`src/logic/wwd_pkg.sv`:
```
// Constants, option layout and state record of the windowed watchdog
package wwd_pkg;
    // Kick register address and values
    localparam logic [19:0] KICK_ADDR = 20'hfffab;
    localparam logic [7:0] KICK_KEY = 8'hac;
    localparam logic [7:0] READ_COUNTING = 8'h9a;
    localparam logic [7:0] READ_STOPPED = 8'h1a;
    localparam logic [7:0] READ_IDLE = 8'h00;
    // Counter width and reset value
    localparam int CNT_W = 17;
    localparam logic [CNT_W-1:0] CNT_ZERO = 17'h00000;
    localparam logic [CNT_W-1:0] CNT_ONE = 17'h00001;
    // Window-select codes
    localparam logic [1:0] WIN_50 = 2'h1;
    localparam logic [1:0] WIN_75 = 2'h2;
    // Overflow exponents for codes 0 to 7
    localparam logic [4:0] OVF_EXP [8] = '{5'h06, 5'h07, 5'h08, 5'h09,
                                            5'h0b, 5'h0d, 5'h0e, 5'h10};
    // Shift steps: half of period is exp-1, quarter is exp-2
    localparam logic [4:0] SHIFT_HALF = 5'h01;
    localparam logic [4:0] SHIFT_QUARTER = 5'h02;

    // Option byte: bit 7 irq, 6..5 window, 4 count enable, 3..1 overflow, 0 standby run
    typedef struct packed {
        logic intervalIrqOption;
        logic [1:0] windowSelect;
        logic countEnableOption;
        logic [2:0] overflowSelect;
        logic standbyRunOption;
    } wwd_opt_t;

    // CPU access to the kick register
    typedef struct packed {
        logic [19:0] addr;
        logic write;
        logic read;
        logic bitOp;
        logic [7:0] wdata;
    } wwd_bus_t;

    // Whole state of the watchdog
    typedef struct packed {
        logic oscMeta;
        logic oscSync;
        logic oscLast;
        logic optValid;
        wwd_opt_t opt;
        logic [CNT_W-1:0] count;
        logic firstDone;
        logic pendClear;
        logic standbyLast;
        logic rstPulse;
        logic irqPulse;
        logic rstFlag;
        logic [7:0] rdata;
    } wwd_state_t;
endpackage

```
`src/logic/wwd_watchdog.sv`:
```
// Windowed watchdog timer counting on the slow on-chip oscillator
// Notes on behaviour
// - Count-enable option starts counting after reset
// - Key write before overflow clears counter
// - Later write in closed window resets
// - First write clears regardless of window
// - Overflow without key write resets
// - Single-bit access to kick register resets
// - Non-key byte written resets
// - Clear lands on next slow clock edge
// - Standby stops counter unless standby-run set
// - Leaving halt/stop clears counter when stopped
// - Overflow select picks period from table
// - Window select gives 50/75/100 percent open
// - Standby-run zero means always open
// - Interval irq at 75 percent of period
// - Interval irq leaves counter running
// - Spurious irq after late clear permitted
// - Watchdog reset sets reset-cause flag
// - Kick register reads 9a or 1a
// - Counter advances only on slow oscillator
module wwd_watchdog (
    // Clock and reset
    input wire logic clk,
    input wire logic reset_n,
    // Slow on-chip oscillator pin
    input wire logic slowOscClk,
    // Option byte from the loader
    input wire wwd_pkg::wwd_opt_t optionByte,
    // CPU memory access
    input wire wwd_pkg::wwd_bus_t bus,
    output logic [7:0] kickRdata,
    // Standby modes
    input wire logic haltMode,
    input wire logic stopMode,
    input wire logic snoozeMode,
    // Reset cause flag clear
    input wire logic resetFlagClear,
    // Results
    output logic internalReset,
    output logic watchdogResetFlag,
    output logic intervalIrq
);
    wwd_pkg::wwd_state_t q;
    wwd_pkg::wwd_state_t d;
    logic tick;
    logic running;
    logic closedNow;
    logic fault;
    logic kickHit;
    logic [wwd_pkg::CNT_W-1:0] topVal;
    logic [wwd_pkg::CNT_W-1:0] irqPoint;
    logic wakeNow;

    // Power of two with the given exponent
    function automatic logic [wwd_pkg::CNT_W-1:0] pow2(input logic [4:0] e);
        pow2 = wwd_pkg::CNT_ONE << e;
    endfunction

    // Decode of period, window and interval point
    always_comb begin
        logic [4:0] e;
        logic [wwd_pkg::CNT_W-1:0] lim;
        e = wwd_pkg::OVF_EXP[q.opt.overflowSelect];
        lim = wwd_pkg::CNT_ZERO;
        topVal = pow2(e) - wwd_pkg::CNT_ONE;
        irqPoint = pow2(e) - pow2(e - wwd_pkg::SHIFT_QUARTER);
        // Code 00 is prohibited; it is treated as fully open
        if (q.opt.windowSelect == wwd_pkg::WIN_50) begin
            lim = pow2(e - wwd_pkg::SHIFT_HALF);
        end else if (q.opt.windowSelect == wwd_pkg::WIN_75) begin
            lim = pow2(e - wwd_pkg::SHIFT_QUARTER);
        end
        // Count restarts at zero on every clear, so the window follows it; a clear still
        // waiting for its slow edge counts as closed, as the count is about to restart
        closedNow = q.opt.standbyRunOption && q.opt.countEnableOption
            && (lim != wwd_pkg::CNT_ZERO)
            && (q.pendClear || (q.count < lim));
    end

    // Rising edge of the synchronised slow clock paces the counter
    assign tick = q.oscSync && !q.oscLast;
    assign running = q.optValid && q.opt.countEnableOption
        && !((haltMode || stopMode || snoozeMode) && !q.opt.standbyRunOption);
    assign kickHit = (bus.addr == wwd_pkg::KICK_ADDR);
    // Falling edge of halt or stop while standby stops the count
    assign wakeNow = q.standbyLast && !(haltMode || stopMode) && !q.opt.standbyRunOption;

    // Next state
    always_comb begin
        d = q;
        fault = 1'b0;
        d.rstPulse = 1'b0;
        d.irqPulse = 1'b0;
        d.oscMeta = slowOscClk;
        d.oscSync = q.oscMeta;
        d.oscLast = q.oscSync;
        d.standbyLast = haltMode || stopMode;
        // Options are caught once, after reset release
        if (!q.optValid) begin
            d.optValid = 1'b1;
            d.opt = optionByte;
        end
        // Read data never echoes the key
        d.rdata = wwd_pkg::READ_IDLE;
        if (bus.read && kickHit) begin
            d.rdata = q.opt.countEnableOption ? wwd_pkg::READ_COUNTING
                : wwd_pkg::READ_STOPPED;
        end
        // Counter: a pending clear waits for a slow edge, hence up to one slow cycle
        if (tick && q.pendClear) begin
            d.count = wwd_pkg::CNT_ZERO;
            d.pendClear = 1'b0;
        end else if (tick && running) begin
            if (q.count == topVal) begin
                fault = 1'b1;
            end else begin
                d.count = q.count + wwd_pkg::CNT_ONE;
                // A late clear gives no extra pulse here, which the spurious case allows
                if (q.opt.intervalIrqOption && (d.count == irqPoint)) begin
                    d.irqPulse = 1'b1;
                end
            end
        end
        // Wake from halt or stop restarts the count when standby stops it
        if (wakeNow) begin
            d.count = wwd_pkg::CNT_ZERO;
            d.irqPulse = 1'b0;
        end
        // Kick register writes
        if (bus.write && kickHit && q.optValid) begin
            if (bus.bitOp) begin
                fault = 1'b1;
            end else if (q.firstDone && closedNow) begin
                fault = 1'b1;
            end else if (bus.wdata != wwd_pkg::KICK_KEY) begin
                fault = 1'b1;
            end else begin
                d.pendClear = 1'b1;
                d.firstDone = 1'b1;
            end
        end
        // Internal reset restarts the watchdog as after power-up
        if (fault) begin
            d.rstPulse = 1'b1;
            d.count = wwd_pkg::CNT_ZERO;
            d.firstDone = 1'b0;
            d.pendClear = 1'b0;
            d.irqPulse = 1'b0;
        end
        // Set wins over software clear
        if (fault) begin
            d.rstFlag = 1'b1;
        end else if (resetFlagClear) begin
            d.rstFlag = 1'b0;
        end
    end

    // State register
    always_ff @(posedge clk or negedge reset_n) begin
        if (!reset_n) begin
            q <= '0;
        end else begin
            q <= d;
        end
    end

    assign kickRdata = q.rdata;
    assign internalReset = q.rstPulse;
    assign watchdogResetFlag = q.rstFlag;
    assign intervalIrq = q.irqPulse;
endmodule // wwd_watchdog

```
`config.mk`:
```
export PLATFORM = sky130hd
export DESIGN_NAME = wwd_watchdog
export DESIGN_NICKNAME = d
export VERILOG_FILES = /design/src/logic/wwd_pkg.sv /design/src/logic/wwd_watchdog.sv
export SDC_FILE = /design/constraint.sdc
export NUM_CORES = 1
export LEC_CHECK = 0
export BUFFER_PORTS_ARGS = -buffer_cell sky130_fd_sc_hd__clkbuf_2
export CORE_AREA = 2 2 131 95
export DETAILED_ROUTE_END_ITERATION = 10
export DIE_AREA = 0 0 133 97
export PLACE_DENSITY = 0.59
export SYNTH_ARGS = -nofsm -noshare
export SYNTH_HDL_FRONTEND = slang
export SYNTH_SLANG_ARGS = --single-unit
```
`constraint.sdc`:
```
create_clock -name clk -period 6.23 [get_ports clk]
set_input_delay 1.246 -clock clk [delete_from_list [all_inputs] [get_ports clk]]
set_output_delay 1.246 -clock clk [all_outputs]
set_load 0.03 [all_outputs]
```
==> impl_metrics.json <==
{
  "status": "complete, no violations",
  "finalSetupViolCount": 0,
  "dp_hpwl_um": 9141,
  "grt_pass1_vias": 3442,
  "max_freq_mhz": 218.8,
  "clk_path_buf_depth": 2,
  "powerDensity_mw_per_mm2": 182.3,
  "drt-pass1-iter-count": 5,
  "portBuffers": 52,
  "row_count": 33,
  "worstMarginPinSlew_ns": 0.9967,
  "fin_util": 0.3874,
  "cts.hold.buffers_added": 0,
  "rr_endpoint": "q[20]",
  "antenna_found_initial": 0,
  "start_util": 0.3472,
  "gr-total-overflow": 0,
  "crit_path_start_kind": "register",
  "synth_edf_count": 0,
  "antenna-diode-count": 0,
  "endpoint_kind": "register",
  "nNetsFinal": 593,
  "crit_type": "reg2reg",
  "cts_sinks": 37,
  "period_share": 0.7337,
  "syn_avg_cell_area_um2": 8.493,
  "wl_per_cell_um": 17.48,
  "ant_nets": 0,
  "final_cell_count_no_fill": 673,
  "area_growth_pct": 11.57,
  "critPathRequiredTime_ns": 6.38,
  "slew_headroom": 0.3355,
  "gp_congestion": 0.9829,
  "r2r_start": "q[32]",
  "cts_setup_buffers": 0,
  "via_per_inst": 5.577,
  "async_flop_share": 1.000,
  "synthDistinctLibCells": 71,
  "holdPathStages": 0,
  "clock_latency_ns": 0.29,
  "postCtsResizedCells": 0,
  "clock-skew-final_ns": 0.004997,
  "finalSetupTns_ns": 0,
  "worstPathArrival_ns": 4.72,
  "cts_tree": "yes",
  "rsz0062_at_grt": "false",
  "min_from": "d[41]",
  "dp.cells": 665,
  "cts_made_buffers": 5,
  "dp_slack_ns": 1.795,
  "seq_area_frac_synth": 0.2315,
  "drive_above_1_share": 0.1919,
  "ys_ff_latch": 37,
  "reg2reg_slack_ns": 1.66,
  "chipWidth_um": 133,
  "layout_min_cycle_time_ns": 4.571,
  "reg2reg_depth": 14,
  "max_cap_viol_count": 0,
  "timing_hold_violations_final": 0,
  "drtIter0Drc": 486,
  "fin_ws_ns": 1.659,
  "hold_end": "d[40]",
  "grt_first_pass_wirelength_um": 18690,
  "routed_wl_um": 11770,
  "min_path_type": "reg2reg",
  "path_clk_slew_ns": 0.06,
  "grt_max_degree": 38,
  "track_usage": 0.1841,
  "syn_inst": 471,
  "fp.dieH_um": 97,
  "design.core.area_mm2": 0.01152,
  "finalMaxSlewViolations": 0,
  "cts_max_level": 2,
  "cellLeakagePower_nw": 1.885,
  "crit_fanout": 26,
  "vias": 3753,
  "dieArea_mm2": 0.01290,
  "drc": 0,
  "mappedNetlistArea_mm2": 0.004000,
  "pin_count": 57,
  "ys_warn_count": 0,
  "ir_worst_vdd_v": 0.00008640,
  "cts_root_buf": "clkbuf_16",
  "yosys_most_used_dff": "dfrtp_1"
}
[report_power, final]
part | internal [mW] | leakage (nW) | switching (mW)
Sequential | 0.250 | 0.484 | 0.0194
Clock | 0.149 | 0.0702 | 0.113
Combinational | 0.116 | 1.33 | 0.166
Total | 0.515 | 1.89 | 0.298
[registers in the layout, summed over array words and instances (netlist names)]
name               count
kickRdata              2
d                      2
q                     30
internalReset          1
intervalIrq            1
watchdogResetFlag      1
[worst max-delay path, cell delays in order, from the launching register on]
cell,delay (ns)
dfrtp_1,0.84
ha_1,0.52
nor2_1,0.36
nand2_1,0.09
a21boi_0,0.39
nand2_1,0.16
ha_1,0.34
a21oi_1,0.15
o21ai_0,0.10
a21oi_1,0.16
nor3_1,0.08
o31ai_1,0.36
a2111oi_4,0.17
o211ai_4,0.60
nor2_1,0.11
[cell usage after synthesis, drive strengths merged (5+ instances only)]
library cell,number,share of area
a211oi,7,0.014
a21oi,17,0.021
and2,9,0.014
and3,6,0.0094
buf,25,0.046
clkbuf,8,0.0078
dfrtp,37,0.23
ha,32,0.10
inv,8,0.0075
mux2,9,0.025
nand2,43,0.040
nand2b,10,0.016
nand3,16,0.020
nand4,18,0.030
nor2,46,0.050
nor2b,8,0.013
nor3,19,0.027
nor3b,6,0.011
nor4,6,0.011
o2111ai,5,0.011
o211ai,6,0.015
o21ai,21,0.026
xnor2,33,0.072
xor2,19,0.042
[placed cells by master, fill, tap and decap left out, types with 18 or more instances in the layout]
| cell | Yosys | routed |
|---|---|---|
| clkbuf_2 | 1 | 52 |
| nand2_1 | 43 | 43 |
| dfrtp_1 | 37 | 37 |
| nor2_1 | 35 | 35 |
| xnor2_1 | 33 | 33 |
| ha_1 | 32 | 32 |
| o21ai_0 | 20 | 20 |
| xor2_1 | 19 | 19 |
| nor3_1 | 18 | 18 |
| conb_1 | 2 | 18 |
[metrics by stage]
step | cell area (um2) | power (mW) | hold WS (ns)
2_1_floorplan | 4060 | 0.4812 | 0.3312
3_3_place_gp | 4317 | 0.5464 | 0.3374
3_5_place_dp | 4317 | 0.5474 | 0.3362
4_1_cts | 4463 | 0.8106 | 0.3508
5_1_grt | 4463 | 0.8550 | 0.3622
6_report | 4463 | 0.8134 | 0.3483
[routing by layer]
metal,GRT usage,routed length [um],up-vias
met4,0.03226,109,0
met5,0,0,-
met2,0.2423,4675,164
li1,-,-,1776
met1,0.2965,5880,1798
met3,0.04507,1100,15
[worst max-delay path by stage]
stage | from | end | slack, ns | cells past startpoint
after floorplan | q[32] | intervalIrq | 2.87 | 13
after global placement | q[32] | q[18] | 1.81 | 14
after detailed placement | q[32] | q[17] | 1.79 | 14
after CTS | q[32] | q[20] | 1.75 | 14
after global routing | q[32] | intervalIrq | 1.40 | 14
final | q[32] | q[20] | 1.66 | 14
[final cells by class]
cell class / instances / area (um2)
Clock inverter: 3 / 21.27
Clock buffer: 5 / 125.1
Multi-Input combinational cell: 409 / 2889
Timing Repair Buffer: 54 / 275.3
Inverter: 8 / 30.03
Fill cell: 1197 / 7057
Sequential cell: 37 / 925.9
Tap cell: 157 / 196.4
[cell families after synthesis]
group | after synthesis | synth area share
AND/OR/NAND/NOR | 209 | 0.2868
adder cells (fa/ha/maj) | 32 | 0.1001
AO/OA/AOI/OAI | 87 | 0.1711
other | 2 | 0.001877
XOR/XNOR | 53 | 0.1195
flip-flops | 37 | 0.2315
buffers and inverters | 41 | 0.06131
multiplexers | 10 | 0.02784
No activity file was read; power rests on OpenSTA's default activity.
